$ cat src/inc/ecppf_defines.svh
/*
 Constants of the extended parallel port engine: mode codes,
 FIFO geometry and field positions.
 Assumes inclusion by bare name from the design file.
*/
`ifndef ECPPF_DEFINES_SVH
`define ECPPF_DEFINES_SVH
// Port mode codes
`define ECPPF_MODE_SPP   3'h0
`define ECPPF_MODE_PS2   3'h1
`define ECPPF_MODE_FIFO  3'h2
`define ECPPF_MODE_ECP   3'h3
// FIFO geometry
`define ECPPF_FIFO_DEPTH 16
`define ECPPF_DATA_W     8
`define ECPPF_WORD_W     9
// Synchroniser vector: error, confirm, cmd flag, valid, data
`define ECPPF_SYNC_W     12
`define ECPPF_SYNC_ERR   11
`define ECPPF_SYNC_CONF  10
`define ECPPF_SYNC_CMD   9
`define ECPPF_SYNC_VAL   8
// Reset values
`define ECPPF_RST_MODE   3'h0
`define ECPPF_RST_SYNC   12'hF00
`endif

$ cat src/inc/ecppf_pkg.sv
/*
 Types of the extended parallel port engine.
 Assumes the defines header is compiled alongside.
*/
package ecppf_pkg;
   // Engine states
   typedef enum logic [2:0] {
      ST_IDLE, ST_FWD_SETUP, ST_FWD_STROBE, ST_FWD_RELEASE,
      ST_REV_WAIT, ST_REV_ACK
   } ecppf_state_t;
   // One FIFO entry: command tag and byte
   typedef struct packed {
      logic       cmd;
      logic [7:0] data;
   } ecppf_word_t;
   // Pin levels software drives in the basic modes
   typedef struct packed {
      logic       strobe_n;
      logic       auto_feed_n;
      logic       init_n;
      logic       select_in_n;
      logic       data_oe;
      logic [7:0] data;
   } ecppf_swpins_t;
endpackage : ecppf_pkg

$ cat src/design/ecppf_parallel_port.sv
/*
 Extended parallel port engine with its byte FIFO.
 Assumes one 25 MHz clock, a synchronous active-low reset, and
 a board that resolves the data bus from the output enable.
*/
`timescale 1ns/10ps
`default_nettype none
`include "ecppf_defines.svh"

// Byte FIFO with count-derived flags
module ecppf_fifo #(
   parameter int WIDTH = 9,
   parameter int DEPTH = 8,
   parameter int CW    = $clog2(DEPTH + 1)
) (
   // Clock and reset
   input  wire logic             i_sys_clk,
   input  wire logic             i_rst_n,
   input  wire logic             i_flush,
   // Fill side
   input  wire logic             i_in_valid,
   output logic                  o_in_ready,
   input  wire logic [WIDTH-1:0] i_in_data,
   // Drain side
   output logic                  o_out_valid,
   input  wire logic             i_out_ready,
   output logic [WIDTH-1:0]      o_out_data,
   // Fill level
   output logic [CW-1:0]         o_count,
   output logic                  o_full,
   output logic                  o_empty
);
   localparam int AW = (DEPTH > 1) ? $clog2(DEPTH) : 1;
   logic [WIDTH-1:0] mem_q [DEPTH];
   logic [AW-1:0]    wr_ptr_q;
   logic [AW-1:0]    rd_ptr_q;
   logic [CW-1:0]    cnt_q;
   logic [CW-1:0]    cnt_d;
   logic             push;
   logic             pop;

   assign push        = i_in_valid & ~o_full;
   assign pop         = ~o_empty & i_out_ready;
   assign o_in_ready  = ~o_full;
   assign o_out_valid = ~o_empty;
   assign o_out_data  = mem_q[rd_ptr_q];
   assign o_count     = cnt_q;

   // Level after this edge
   always_comb begin
      cnt_d = cnt_q;
      if (i_flush) begin
         cnt_d = '0;
      end else if (push && !pop) begin
         cnt_d = cnt_q + CW'(1);
      end else if (pop && !push) begin
         cnt_d = cnt_q - CW'(1);
      end
   end

   // Storage has no reset; only pointers matter
   always_ff @(posedge i_sys_clk) begin
      if (push) begin
         mem_q[wr_ptr_q] <= i_in_data;
      end
   end

   // Pointers wrap at DEPTH, which need not be a power of two
   always_ff @(posedge i_sys_clk) begin
      if (!i_rst_n || i_flush) begin
         wr_ptr_q <= '0;
         rd_ptr_q <= '0;
      end else begin
         if (push) begin
            wr_ptr_q <= (wr_ptr_q == AW'(DEPTH - 1)) ? '0 : wr_ptr_q + AW'(1);
         end
         if (pop) begin
            rd_ptr_q <= (rd_ptr_q == AW'(DEPTH - 1)) ? '0 : rd_ptr_q + AW'(1);
         end
      end
   end

   // Count and flags
   always_ff @(posedge i_sys_clk) begin
      if (!i_rst_n) begin
         cnt_q   <= '0;
         o_full  <= 1'b0;
         o_empty <= 1'b1;
      end else begin
         cnt_q   <= cnt_d;
         o_full  <= (cnt_d == CW'(DEPTH));
         o_empty <= (cnt_d == '0);
      end
   end
endmodule : ecppf_fifo

module ecppf_parallel_port #(
   parameter int DEPTH = `ECPPF_FIFO_DEPTH,
   parameter int CW    = $clog2(DEPTH + 1)
) (
   // Clock and reset
   input  wire logic                  i_sys_clk,
   input  wire logic                  i_rst_n,
   // Configuration
   input  wire logic [2:0]            i_mode,
   input  wire logic                  i_mode_wr,
   input  wire logic                  i_dir,
   input  wire logic                  i_dir_wr,
   input  wire logic                  i_dma_enable_bit,
   input  wire logic                  i_dma_tc,
   input  wire logic                  i_svc_clr,
   input  wire logic                  i_fault_int_dis,
   input  wire logic                  i_fault_clr,
   input  wire logic [3:0]            i_fifo_threshold_config,
   input  wire ecppf_pkg::ecppf_swpins_t i_sw_pins,
   // Host write into the one FIFO: sel 1 tags a command byte in ECP mode, sel 0 data
   input  wire logic                  i_wr_valid,
   input  wire logic                  i_wr_addr_sel,
   input  wire logic [7:0]            i_wr_data,
   output logic                       o_wr_ready,
   // Host read of reverse bytes
   output logic                       o_rd_valid,
   output ecppf_pkg::ecppf_word_t     o_rd_word,
   input  wire logic                  i_rd_ready,
   // Status
   output logic [2:0]                 o_mode,
   output logic                       o_dir,
   output logic                       o_fifo_full,
   output logic                       o_fifo_empty,
   output logic                       o_service_interrupt_bit,
   output logic                       o_fault_flag,
   output logic                       o_irq,
   output logic                       o_port_dma_request,
   // Port pins
   output logic                       o_host_write_strobe_n,
   output logic                       o_auto_feed_line_n,
   output logic                       o_reverse_direction_request_n,
   output logic                       o_select_input_line_n,
   output logic [7:0]                 o_port_data_bus,
   output logic                       o_port_data_bus_oe,
   input  wire logic [7:0]            i_port_data_bus,
   input  wire logic                  i_peripheral_valid_line_n,
   input  wire logic                  i_peripheral_cmd_flag,
   input  wire logic                  i_reverse_confirm_line_n,
   input  wire logic                  i_peripheral_error_line_n
);
   ecppf_pkg::ecppf_state_t state_q;
   ecppf_pkg::ecppf_word_t  rev_word_q;
   ecppf_pkg::ecppf_word_t  fifo_in_word;
   ecppf_pkg::ecppf_word_t  fifo_out_word;
   logic [`ECPPF_SYNC_W-1:0] sync1_q;
   logic [`ECPPF_SYNC_W-1:0] sync2_q;
   logic          err_prev_q;
   logic          rev_push_q;
   logic          fifo_in_valid;
   logic          fifo_in_ready;
   logic          fifo_out_valid;
   logic          fifo_out_ready;
   logic [CW-1:0] fifo_count;
   logic          host_push;
   logic          eng_pop;
   logic          rd_load;
   logic          auto_on;
   logic          ecp_on;
   logic          wr_ready_d;
   logic [CW-1:0] thr;
   logic          err_fall;

   // A mode counts as basic when software owns the lines
   function automatic logic is_basic(input logic [2:0] m);
      is_basic = (m == `ECPPF_MODE_SPP) || (m == `ECPPF_MODE_PS2);
   endfunction : is_basic

   assign auto_on  = (o_mode == `ECPPF_MODE_ECP)
                  || (o_mode == `ECPPF_MODE_FIFO);
   assign ecp_on   = (o_mode == `ECPPF_MODE_ECP);
   assign thr      = CW'(i_fifo_threshold_config);
   assign err_fall = err_prev_q & ~sync2_q[`ECPPF_SYNC_ERR];

   // Pins pass two flip-flops; only the second stage is read
   always_ff @(posedge i_sys_clk) begin
      if (!i_rst_n) begin
         sync1_q <= `ECPPF_RST_SYNC;
         sync2_q <= `ECPPF_RST_SYNC;
      end else begin
         sync1_q <= {i_peripheral_error_line_n, i_reverse_confirm_line_n,
                     i_peripheral_cmd_flag, i_peripheral_valid_line_n,
                     i_port_data_bus};
         sync2_q <= sync1_q;
      end
   end

   // Mode and direction; illegal changes are silently dropped
   always_ff @(posedge i_sys_clk) begin
      if (!i_rst_n) begin
         o_mode <= `ECPPF_RST_MODE;
         o_dir  <= 1'b0;
      end else begin
         if (i_mode_wr && (is_basic(o_mode) || is_basic(i_mode))) begin
            o_mode <= i_mode;
         end
         if (i_dir_wr && o_mode == `ECPPF_MODE_PS2) begin
            o_dir <= i_dir;
         end
      end
   end

   // Host fills forward; engine fills reverse
   assign host_push     = i_wr_valid & o_wr_ready;
   assign fifo_in_valid = o_dir ? rev_push_q : host_push;
   assign fifo_in_word  = o_dir ? rev_word_q : ecppf_pkg::ecppf_word_t'{
                             cmd: i_wr_addr_sel & ecp_on,
                             data: i_wr_data};
   assign eng_pop       = (state_q == ecppf_pkg::ST_IDLE) & auto_on
                        & ~o_dir & fifo_out_valid;
   assign rd_load       = o_dir & fifo_out_valid
                        & (~o_rd_valid | i_rd_ready);
   assign fifo_out_ready = o_dir ? rd_load : eng_pop;

   // Flushed outside FIFO modes, so it is idle after reset
   ecppf_fifo #(
      .WIDTH (`ECPPF_WORD_W),
      .DEPTH (DEPTH),
      .CW    (CW)
   ) u_fifo (
      .i_sys_clk   (i_sys_clk),
      .i_rst_n     (i_rst_n),
      .i_flush     (~auto_on),
      .i_in_valid  (fifo_in_valid),
      .o_in_ready  (fifo_in_ready),
      .i_in_data   (fifo_in_word),
      .o_out_valid (fifo_out_valid),
      .i_out_ready (fifo_out_ready),
      .o_out_data  (fifo_out_word),
      .o_count     (fifo_count),
      .o_full      (o_fifo_full),
      .o_empty     (o_fifo_empty)
   );

   // Registered ready looks one push ahead to avoid overrun
   assign wr_ready_d = auto_on & ~o_dir & ~i_mode_wr
      & (({1'b0, fifo_count} + {{CW{1'b0}}, host_push})
         < (CW + 1)'(DEPTH));
   always_ff @(posedge i_sys_clk) begin
      if (!i_rst_n) begin
         o_wr_ready <= 1'b0;
      end else begin
         o_wr_ready <= wr_ready_d;
      end
   end

   // Output stage for reverse bytes read by the host
   always_ff @(posedge i_sys_clk) begin
      if (!i_rst_n || !auto_on) begin
         o_rd_valid <= 1'b0;
         o_rd_word  <= '0;
      end else if (rd_load) begin
         o_rd_valid <= 1'b1;
         o_rd_word  <= fifo_out_word;
      end else if (i_rd_ready) begin
         o_rd_valid <= 1'b0;
      end
   end

   // Handshake engine; command bit 7 is passed on untouched
   always_ff @(posedge i_sys_clk) begin
      if (!i_rst_n) begin
         state_q               <= ecppf_pkg::ST_IDLE;
         o_host_write_strobe_n <= 1'b1;
         o_auto_feed_line_n    <= 1'b1;
         o_port_data_bus       <= 8'h00;
         rev_push_q            <= 1'b0;
         rev_word_q            <= '0;
      end else begin
         rev_push_q <= 1'b0;
         case (state_q)
            ecppf_pkg::ST_IDLE: begin
               o_host_write_strobe_n <= 1'b1;
               o_auto_feed_line_n    <= 1'b1;
               if (!auto_on) begin
                  o_host_write_strobe_n <= i_sw_pins.strobe_n;
                  o_auto_feed_line_n    <= i_sw_pins.auto_feed_n;
                  o_port_data_bus       <= i_sw_pins.data;
               end else if (eng_pop) begin
                  o_port_data_bus    <= fifo_out_word.data;
                  o_auto_feed_line_n <= ~fifo_out_word.cmd;
                  state_q            <= ecppf_pkg::ST_FWD_SETUP;
               end else if (o_dir && ecp_on
                            && !sync2_q[`ECPPF_SYNC_CONF]) begin
                  o_auto_feed_line_n <= 1'b0;
                  state_q            <= ecppf_pkg::ST_REV_WAIT;
               end
            end
            ecppf_pkg::ST_FWD_SETUP: begin
               // Busy low: peripheral can take the byte
               if (!sync2_q[`ECPPF_SYNC_CMD]) begin
                  o_host_write_strobe_n <= 1'b0;
                  state_q               <= ecppf_pkg::ST_FWD_STROBE;
               end
            end
            ecppf_pkg::ST_FWD_STROBE: begin
               if (sync2_q[`ECPPF_SYNC_CMD]) begin
                  o_host_write_strobe_n <= 1'b1;
                  state_q               <= ecppf_pkg::ST_FWD_RELEASE;
               end
            end
            ecppf_pkg::ST_FWD_RELEASE: begin
               if (!sync2_q[`ECPPF_SYNC_CMD]) begin
                  o_auto_feed_line_n <= 1'b1;
                  state_q            <= ecppf_pkg::ST_IDLE;
               end
            end
            ecppf_pkg::ST_REV_WAIT: begin
               // Stall the peripheral while the FIFO is full
               if (!sync2_q[`ECPPF_SYNC_VAL] && fifo_in_ready) begin
                  rev_word_q <= '{cmd: ~sync2_q[`ECPPF_SYNC_CMD],
                                  data: sync2_q[7:0]};
                  rev_push_q         <= 1'b1;
                  o_auto_feed_line_n <= 1'b1;
                  state_q            <= ecppf_pkg::ST_REV_ACK;
               end
            end
            ecppf_pkg::ST_REV_ACK: begin
               if (sync2_q[`ECPPF_SYNC_VAL]) begin
                  state_q <= ecppf_pkg::ST_IDLE;
               end
            end
            default: begin
               state_q <= ecppf_pkg::ST_IDLE;
            end
         endcase
         // Leaving a FIFO mode aborts any transfer
         if (i_mode_wr || !auto_on) begin
            state_q <= ecppf_pkg::ST_IDLE;
         end
      end
   end

   // Direction, select-in and bus drive
   always_ff @(posedge i_sys_clk) begin
      if (!i_rst_n) begin
         o_reverse_direction_request_n <= 1'b1;
         o_select_input_line_n         <= 1'b1;
         o_port_data_bus_oe            <= 1'b0;
      end else if (ecp_on) begin
         o_reverse_direction_request_n <= ~o_dir;
         o_select_input_line_n         <= 1'b1;
         o_port_data_bus_oe <= ~o_dir & sync2_q[`ECPPF_SYNC_CONF];
      end else if (auto_on) begin
         o_reverse_direction_request_n <= i_sw_pins.init_n;
         o_select_input_line_n         <= i_sw_pins.select_in_n;
         o_port_data_bus_oe            <= 1'b1;
      end else begin
         o_reverse_direction_request_n <= i_sw_pins.init_n;
         o_select_input_line_n         <= i_sw_pins.select_in_n;
         o_port_data_bus_oe            <= i_sw_pins.data_oe & ~o_dir;
      end
   end

   // Service bit: a new event wins over a clear
   always_ff @(posedge i_sys_clk) begin
      if (!i_rst_n) begin
         o_service_interrupt_bit <= 1'b0;
      end else if (auto_on && i_dma_enable_bit && i_dma_tc) begin
         o_service_interrupt_bit <= 1'b1;
      end else if (auto_on && !i_dma_enable_bit && !o_dir
                   && (CW'(DEPTH) - fifo_count) >= thr) begin
         o_service_interrupt_bit <= 1'b1;
      end else if (auto_on && !i_dma_enable_bit && o_dir
                   && fifo_count >= thr) begin
         o_service_interrupt_bit <= 1'b1;
      end else if (i_svc_clr) begin
         o_service_interrupt_bit <= 1'b0;
      end
   end

   // Error line falling edge, forward direction only
   always_ff @(posedge i_sys_clk) begin
      if (!i_rst_n) begin
         err_prev_q   <= 1'b1;
         o_fault_flag <= 1'b0;
      end else begin
         err_prev_q <= sync2_q[`ECPPF_SYNC_ERR];
         if (err_fall && !i_fault_int_dis && !o_dir) begin
            o_fault_flag <= 1'b1;
         end else if (i_fault_clr) begin
            o_fault_flag <= 1'b0;
         end
      end
   end

   // DMA request and interrupt line
   always_ff @(posedge i_sys_clk) begin
      if (!i_rst_n) begin
         o_port_dma_request <= 1'b0;
         o_irq              <= 1'b0;
      end else begin
         o_port_dma_request <= auto_on & i_dma_enable_bit
            & ~o_service_interrupt_bit
            & (o_dir ? ~o_fifo_empty : ~o_fifo_full);
         o_irq <= o_service_interrupt_bit | o_fault_flag;
      end
   end
endmodule : ecppf_parallel_port
`default_nettype wire

$ cat config.mk
export PLATFORM = sky130hd
export DESIGN_NAME = ecppf_parallel_port
export DESIGN_NICKNAME = d
export VERILOG_FILES = /design/src/inc/ecppf_pkg.sv /design/src/design/ecppf_parallel_port.sv
export VERILOG_INCLUDE_DIRS = /design/src /design/src/inc
export SDC_FILE = /design/constraint.sdc
export NUM_CORES = 1
export LEC_CHECK = 0
export BUFFER_PORTS_ARGS = -buffer_cell sky130_fd_sc_hd__buf_2
export CORE_MARGIN = 2
export CORE_UTILIZATION = 58
export DETAILED_ROUTE_END_ITERATION = 7
export GPL_ROUTABILITY_DRIVEN = 0
export PLACE_DENSITY = 0.86
export SLEW_MARGIN = 20
export SYNTH_ARGS = -nofsm -noshare
export SYNTH_HDL_FRONTEND = slang
export SYNTH_SLANG_ARGS = --single-unit
$ cat constraint.sdc
create_clock -name i_sys_clk -period 2.9 [get_ports i_sys_clk]
set_input_delay 0.145 -clock i_sys_clk [delete_from_list [all_inputs] [get_ports i_sys_clk]]
set_output_delay 0.145 -clock i_sys_clk [all_outputs]
set_load 0.01 [all_outputs]
After elaboration in Yosys (flattened, before gate mapping)
Memory sizes are Yosys's and may differ from the RTL's. A register that Yosys moved wholly into a read port is not among the register bits.
Index checks and enable logic that the tools add are counted.
{ "totals": {"out_inout_bits": 34, "memories": 1, "latch_bits": 0, "input_bits": 53, "register_bits": 85, "ramBits": 144, "romBits": 0} }
{ "op_classes": {"n_mux": 46, "order_cmp": 3, "mul": 0, "n_div": 0, "shift": 0, "eq_ne": 20, "n_reduce_logical": 49, "bitwise_logic": 31, "add_sub_neg": 6} }
{ "memory_table": {"columns": ["name", "depth", "width", "rd", "rd_clocked_by_memory_dff", "write_ports", "line_no", "text"], "rows": [
  ["u_fifo.mem_q", 16, 9, 1, 1, 1, "ecppf_parallel_port.sv:34", "logic [WIDTH-1:0] mem_q [DEPTH];"]
]} }
{ "op_table": {"columns": ["operator", "n"], "rows": [
  ["$mux W1", 25],
  ["$mux W3", 8],
  ["$and A1 B1 Y1", 18],
  ["$pmux W3 S6", 1],
  ["$logic_and A1 B1 Y1", 16],
  ["$mux W4", 4],
  ["$mux W8", 2],
  ["$mux W5", 3],
  ["$ne A2 B2 Y1 const B", 7],
  ["$eq A3 B2 Y1 const B", 4],
  ["$not A1 Y1", 11],
  ["$ge A5 B4 Y1", 2],
  ["$eq A3 B1 Y1 const B", 3],
  ["$logic_not A1 Y1", 9],
  ["$logic_not A3 Y1", 3],
  ["$mux W9", 1],
  ["$add A4 B1 Y4 const B", 2],
  ["$eq A4 B4 Y1 const B", 2],
  ["$logic_or A1 B1 Y1", 7],
  ["$reduce_and A7 Y1", 1],
  ["$add A5 B1 Y6", 1],
  ["$eq A3 B3 Y1 const B", 2],
  ["$lt A6 B5 Y1 const B", 1],
  ["$pmux W1 S3", 2],
  ["13 further kinds", 20]
]} }

Depth between registers and ports, before layout
{ "logic_depth": {"ltp_word": 12, "mapped_depth": 8, "ltp_nobuf": 8} }

By module
A second synthesis with hierarchy kept.
{ "hier_totals": {"hier_cells": 646, "area_unflattened_um2": 9562.9} }
{ "by_module_without_submodules": {"columns": ["mod", "cells_each", "instances", "area_each_um2"], "rows": [
  ["ecppf_fifo", 326, 1, 6558.8],
  ["ecppf_parallel_port", 320, 1, 3004.1]
]} }

Worst setup path before layout
OpenSTA, ideal clock, no wires.
{ "synth_path": {"path_kind": "reg2reg", "startpoint": "register o_dir", "endpoint": "memory u_fifo.mem_q[3][0] (enable)", "path_slack_ps": 732, "setup_ps": 387, "path_stages_with_launch": 6, "period_less_slack_ps": 2168, "path_buffers": 1, "t_required_ps": 2513, "arrival_time_ps": 1781, "cell_sequence": "dfxtp_1 -> buf_6 -> nand4bb_1 -> nand2_1 -> nand2_1 -> nor3_1"} }
{ "synth_between": {"elab_chain_len": 4} }
{ "synth_lines": {"columns": ["element", "line_no", "text"], "rows": [
  ["start: declaration", "ecppf_parallel_port.sv:127", "output logic o_dir,"],
  ["start signal: assignment", "ecppf_parallel_port.sv:203", "o_dir <= i_dir;"],
  ["$mux W1", "ecppf_parallel_port.sv:210", "assign fifo_in_valid = o_dir ? rev_push_q : host_push;"],
  ["$and A1 B1 Y1", "ecppf_parallel_port.sv:42", "assign push = i_in_valid & ~o_full;"],
  ["$mux W1", "ecppf_parallel_port.sv:63", "if (push) begin"],
  ["$mux W1 (not written as such)", "ecppf_parallel_port.sv:64", "mem_q[wr_ptr_q] <= i_in_data;"],
  ["end: declaration", "ecppf_parallel_port.sv:34", null]
]} }
No other way between the ends.

Final worst setup path
{ "layout_path": {"startpoint": "register state_q[0]", "endpoint": "register u_fifo.o_empty"} }
{ "layout_between": {"elab_chain_len": 11, "word_cells_on_any_way": 13, "classes_between": "mux: 4; bitwise: 4; reduce/logical: 5"} }
{ "layout_lines": {"columns": ["element", "line_no", "text"], "rows": [
  ["start: declaration", "ecppf_parallel_port.sv:147", "ecppf_pkg::ecppf_state_t state_q;"],
  ["start signal: assignment", "ecppf_parallel_port.sv:268", "state_q <= ecppf_pkg::ST_IDLE;"],
  ["start signal: assignment", "ecppf_parallel_port.sv:287", "state_q <= ecppf_pkg::ST_FWD_SETUP;"],
  ["start signal: assignment", "ecppf_parallel_port.sv:291", "state_q <= ecppf_pkg::ST_REV_WAIT;"],
  ["$logic_not A3 Y1 *", "ecppf_parallel_port.sv:214", "assign eng_pop = (state_q == ecppf_pkg::ST_IDLE) & auto_on"],
  ["$and A1 B1 Y1 *", "ecppf_parallel_port.sv:214", null],
  ["$and A1 B1 Y1 * (2 in series)", "ecppf_parallel_port.sv:215", "& ~o_dir & fifo_out_valid;"],
  ["$mux W1 *", "ecppf_parallel_port.sv:218", "assign fifo_out_ready = o_dir ? rd_load : eng_pop;"],
  ["$and A1 B1 Y1 *", "ecppf_parallel_port.sv:43", "assign pop = ~o_empty & i_out_ready;"],
  ["$logic_and A1 B1 Y1 / $logic_not A1 Y1 (equally long branches)", "ecppf_parallel_port.sv:56, ecppf_parallel_port.sv:54", null],
  ["$mux W5 / $logic_and A1 B1 Y1 (equally long branches)", "ecppf_parallel_port.sv:56, ecppf_parallel_port.sv:54", null],
  ["$mux W5 *", "ecppf_parallel_port.sv:54", "end else if (push && !pop) begin"],
  ["$mux W5 *", "ecppf_parallel_port.sv:52", "if (i_flush) begin"],
  ["$logic_not A5 Y1 *", "ecppf_parallel_port.sv:92", "o_empty <= (cnt_d == '0);"],
  ["end signal: assignment", "ecppf_parallel_port.sv:92", null],
  ["end: declaration", "ecppf_parallel_port.sv:31", "output logic o_empty"]
]} }
Every way passes the cells marked *; elsewhere a longest branch is shown, timed or not.
A chain may end at the register's enable or synchronous reset.

==> impl_metrics.json <==
{
  "crit_path_cell_trace": "or3_1 > o22ai_4 > mux2_2 > xor2_1 > nor2_1 > o31ai_1",
  "worstPathArrival_ns": 2.97,
  "grt_pass1_vias": 6437,
  "fmax_mhz": 391,
  "cts_buffers": 23,
  "worst_path_max_delay_cell": "or3_1",
  "path_max_fanout": 12,
  "ys_seq_elements": 233,
  "wl_met2_um": 11900,
  "cts_buffer_depth": 3,
  "drv_cap": 0,
  "setup_violations": 0,
  "dr.pass1.iters": 6,
  "cts_tree": "done",
  "synth_fp_nets": 714,
  "postSynthCellCount": 647,
  "fp.dieH_um": 130,
  "crit_type": "reg -> reg",
  "n_antenna_cell": 0,
  "wl_um": 23800,
  "status": "complete, no violations",
  "synthArstFlopShare_pct": 0,
  "grt_max_degree": 42,
  "worstSetupStartpointType": "register",
  "clock-root-buffer": "clkbuf_16",
  "synth.avg_cell_area_um2": 14.3,
  "cts_resized": 0,
  "ys_seq_area_share_pct": 65.9,
  "antenna_found_initial": 0,
  "drc": 0,
  "io_pins": 87,
  "peakVddDrop_uv": 588,
  "rsz0062_at_grt": "no",
  "fin_skew_ns": 0.0289,
  "core_area_um2": 15800,
  "postRouteAntennaNets": 0,
  "final_nets": 851,
  "period_minus_slack_ns": 2.55,
  "leakagePower_nw": 4.01,
  "clk_latency_ns": 0.52,
  "drt_iter0_markers": 694,
  "ys.flop_type": "edfxtp_1",
  "initial_core_util_pct": 58.8,
  "timing.hold.ws_ns": 0.0533,
  "postPlaceCellArea_um2": 10000,
  "cp_data_required_time_ns": 3.32,
  "hold_class": "in -> reg",
  "vias": 6362,
  "clk_pin_slew_ns": 0.06,
  "total_power_w": 0.00709,
  "ys_types": 53,
  "cts.sinks": 233,
  "syn_area_um2": 9270,
  "drive_gt1_share_pct": 26.4,
  "highest_layer": "met4",
  "timing.slew.headroom_pct": 37.2,
  "finalCritPeriodShare_pct": 88.1,
  "grt_use_total_pct": 28.7,
  "die_w_um": 130,
  "dieArea_um2": 17000,
  "wl_per_cell_um": 23.5,
  "worstMarginPinSlew_ns": 0.940,
  "final_max_slew_viol_count": 0,
  "design_area_um2": 11200,
  "area_delta_synth_final_pct": 20.8,
  "hpwl_um": 14100,
  "endpoint_kind": "register",
  "wl_met1_um": 8960,
  "io_buffers": 86,
  "crit_path_max_incr_delay_ns": 0.53,
  "yosysWarnings": 0,
  "htreeDepth": 1,
  "hold_viol_final": 0,
  "vias_per_cell": 6.27,
  "power_density_nw_per_um2": 634,
  "gr-total-overflow": 0,
  "synth_edf_count": 144,
  "num_rows": 46,
  "wl_met3_um": 2120,
  "fin_setup_tns_ns": 0,
  "grt_pass1_wl_um": 36200
}
==> cell usage after synthesis (all sizes together) (8+ instances only) <==
library cell / instances / share of area, %
xnor2: 8 / 0.92
nor3: 11 / 0.59
clkbuf: 26 / 1.1
o21ai: 28 / 1.5
mux4: 45 / 11
buf: 9 / 0.63
mux2: 9 / 1.1
nand2: 57 / 2.3
ha: 14 / 1.9
nand3: 17 / 0.92
nand2b: 15 / 1.0
a31oi: 9 / 0.61
and2: 16 / 1.1
nor2: 47 / 1.9
mux2i: 10 / 1.1
a21oi: 32 / 1.7
dfxtp: 89 / 19
edfxtp: 144 / 47
inv: 9 / 0.36
==> power by group <==
group	switching, W	leakage [nW]	total, W	internal (W)
combinational	0.000156	1.55	0.000273	0.000117
sequential	0.0000223	2.06	0.00357	0.00355
clock	0.00123	0.400	0.00325	0.00202
total	0.00141	4.01	0.00709	0.00569
==> final timing paths <==
path,from,to,slack (ns),cells past startpoint
setup / recovery,state_q[0],u_fifo.o_empty,0.35,6
hold / removal,i_dir_wr,o_dir,0.05,4
setup reg to reg,state_q[0],u_fifo.o_empty,0.35,6
hold reg to reg,sync1_q[9],sync2_q[9],0.41,1
==> metal layers <==
metal / track usage [%] / vias to the layer above
met5: 0 / -
met4: 10.8 / 0
met3: 5.70 / 88
met2: 49.5 / 450
met1: 36.3 / 3140
li1: - / 2684
==> placed cells by master, fill, tap and decap left out, types with 3 or more instances in the layout <==
| cell type | instances |
|---|---|
| a21o_1 | 5 |
| a21oi_1 | 32 |
| a31oi_1 | 9 |
| and2_1 | 16 |
| buf_2 | 86 |
| buf_4 | 25 |
| bufinv_16 | 6 |
| clkbuf_1 | 4 |
| clkbuf_16 | 23 |
| clkinv_2 | 4 |
| dfxtp_1 | 88 |
| dlygate4sd3_1 | 35 |
| edfxtp_1 | 144 |
| ha_1 | 14 |
| inv_1 | 9 |
| mux2_2 | 9 |
| mux2i_1 | 10 |
| mux4_2 | 45 |
| nand2_1 | 57 |
| nand2b_1 | 15 |
| nand3_1 | 17 |
| nor2_1 | 47 |
| nor2b_1 | 4 |
| nor3_1 | 11 |
| nor4_1 | 4 |
| o21ai_0 | 28 |
| or3_1 | 3 |
| xnor2_1 | 6 |
| xor2_1 | 5 |
==> state kept, by name, indices dropped and copies added (netlist names), 3 cells and up, named ones only <==
register         cells
u_fifo.mem_q       144
u_fifo.o_count       5
sync1_q             12
rev_word_q           9
o_mode               3
o_rd_word            9
u_fifo.wr_ptr_q      4
state_q              3
o_port_data_bus      8
sync2_q             12
u_fifo.rd_ptr_q      4
==> through the flow <==
step / cells / setup slack [ns] / utilization (%)
detailed placement: 940 / 0.536 / 63.6
floorplan: 647 / 0.732 / -
finish: 1015 / 0.345 / 71.0
global placement: 940 / 0.644 / 63.6
CTS: 1015 / 0.442 / 71.0
global route: 1015 / 0.249 / 71.0
==> cells by family (layout without fill, tap and decap cells) <==
kind of cell,Yosys count,after routing,share of synthesized area (%)
fa+ha+maj,15,15,2.00
compound gates,87,87,5.49
flops,233,233,65.9
buf+inv,45,197,2.09
xor+xnor,13,13,1.39
simple gates,190,190,10.1
mux,64,64,13.1
==> critical path: cells and delay by family (launching register included) <==
family | cells | cell delay [ns]
AOI/OAI and AO/OA | 2 | 0.75
and+or+nand+nor | 2 | 0.61
DFF | 1 | 0.46
muxes | 1 | 0.41
xor gates and xnor gates | 1 | 0.23
==> timing repair <==
item / 4_1_cts / 5_1_grt
setup endpoints to repair: 0 / 0
buffers inserted: 0 / 0
hold endpoints to repair: 33 / 0
hold buffers: 35 / 0
==> layout make-up <==
cell class,instances,area [um2]
timing repair buffer,147,988
clock inverter,12,216
inverter,10,37.5
tap,216,270
clock buffer,28,604
sequential,233,6110
multi-input combinational,369,2970
fill,936,4580
Note: power is estimated with default switching activity, not from simulation.
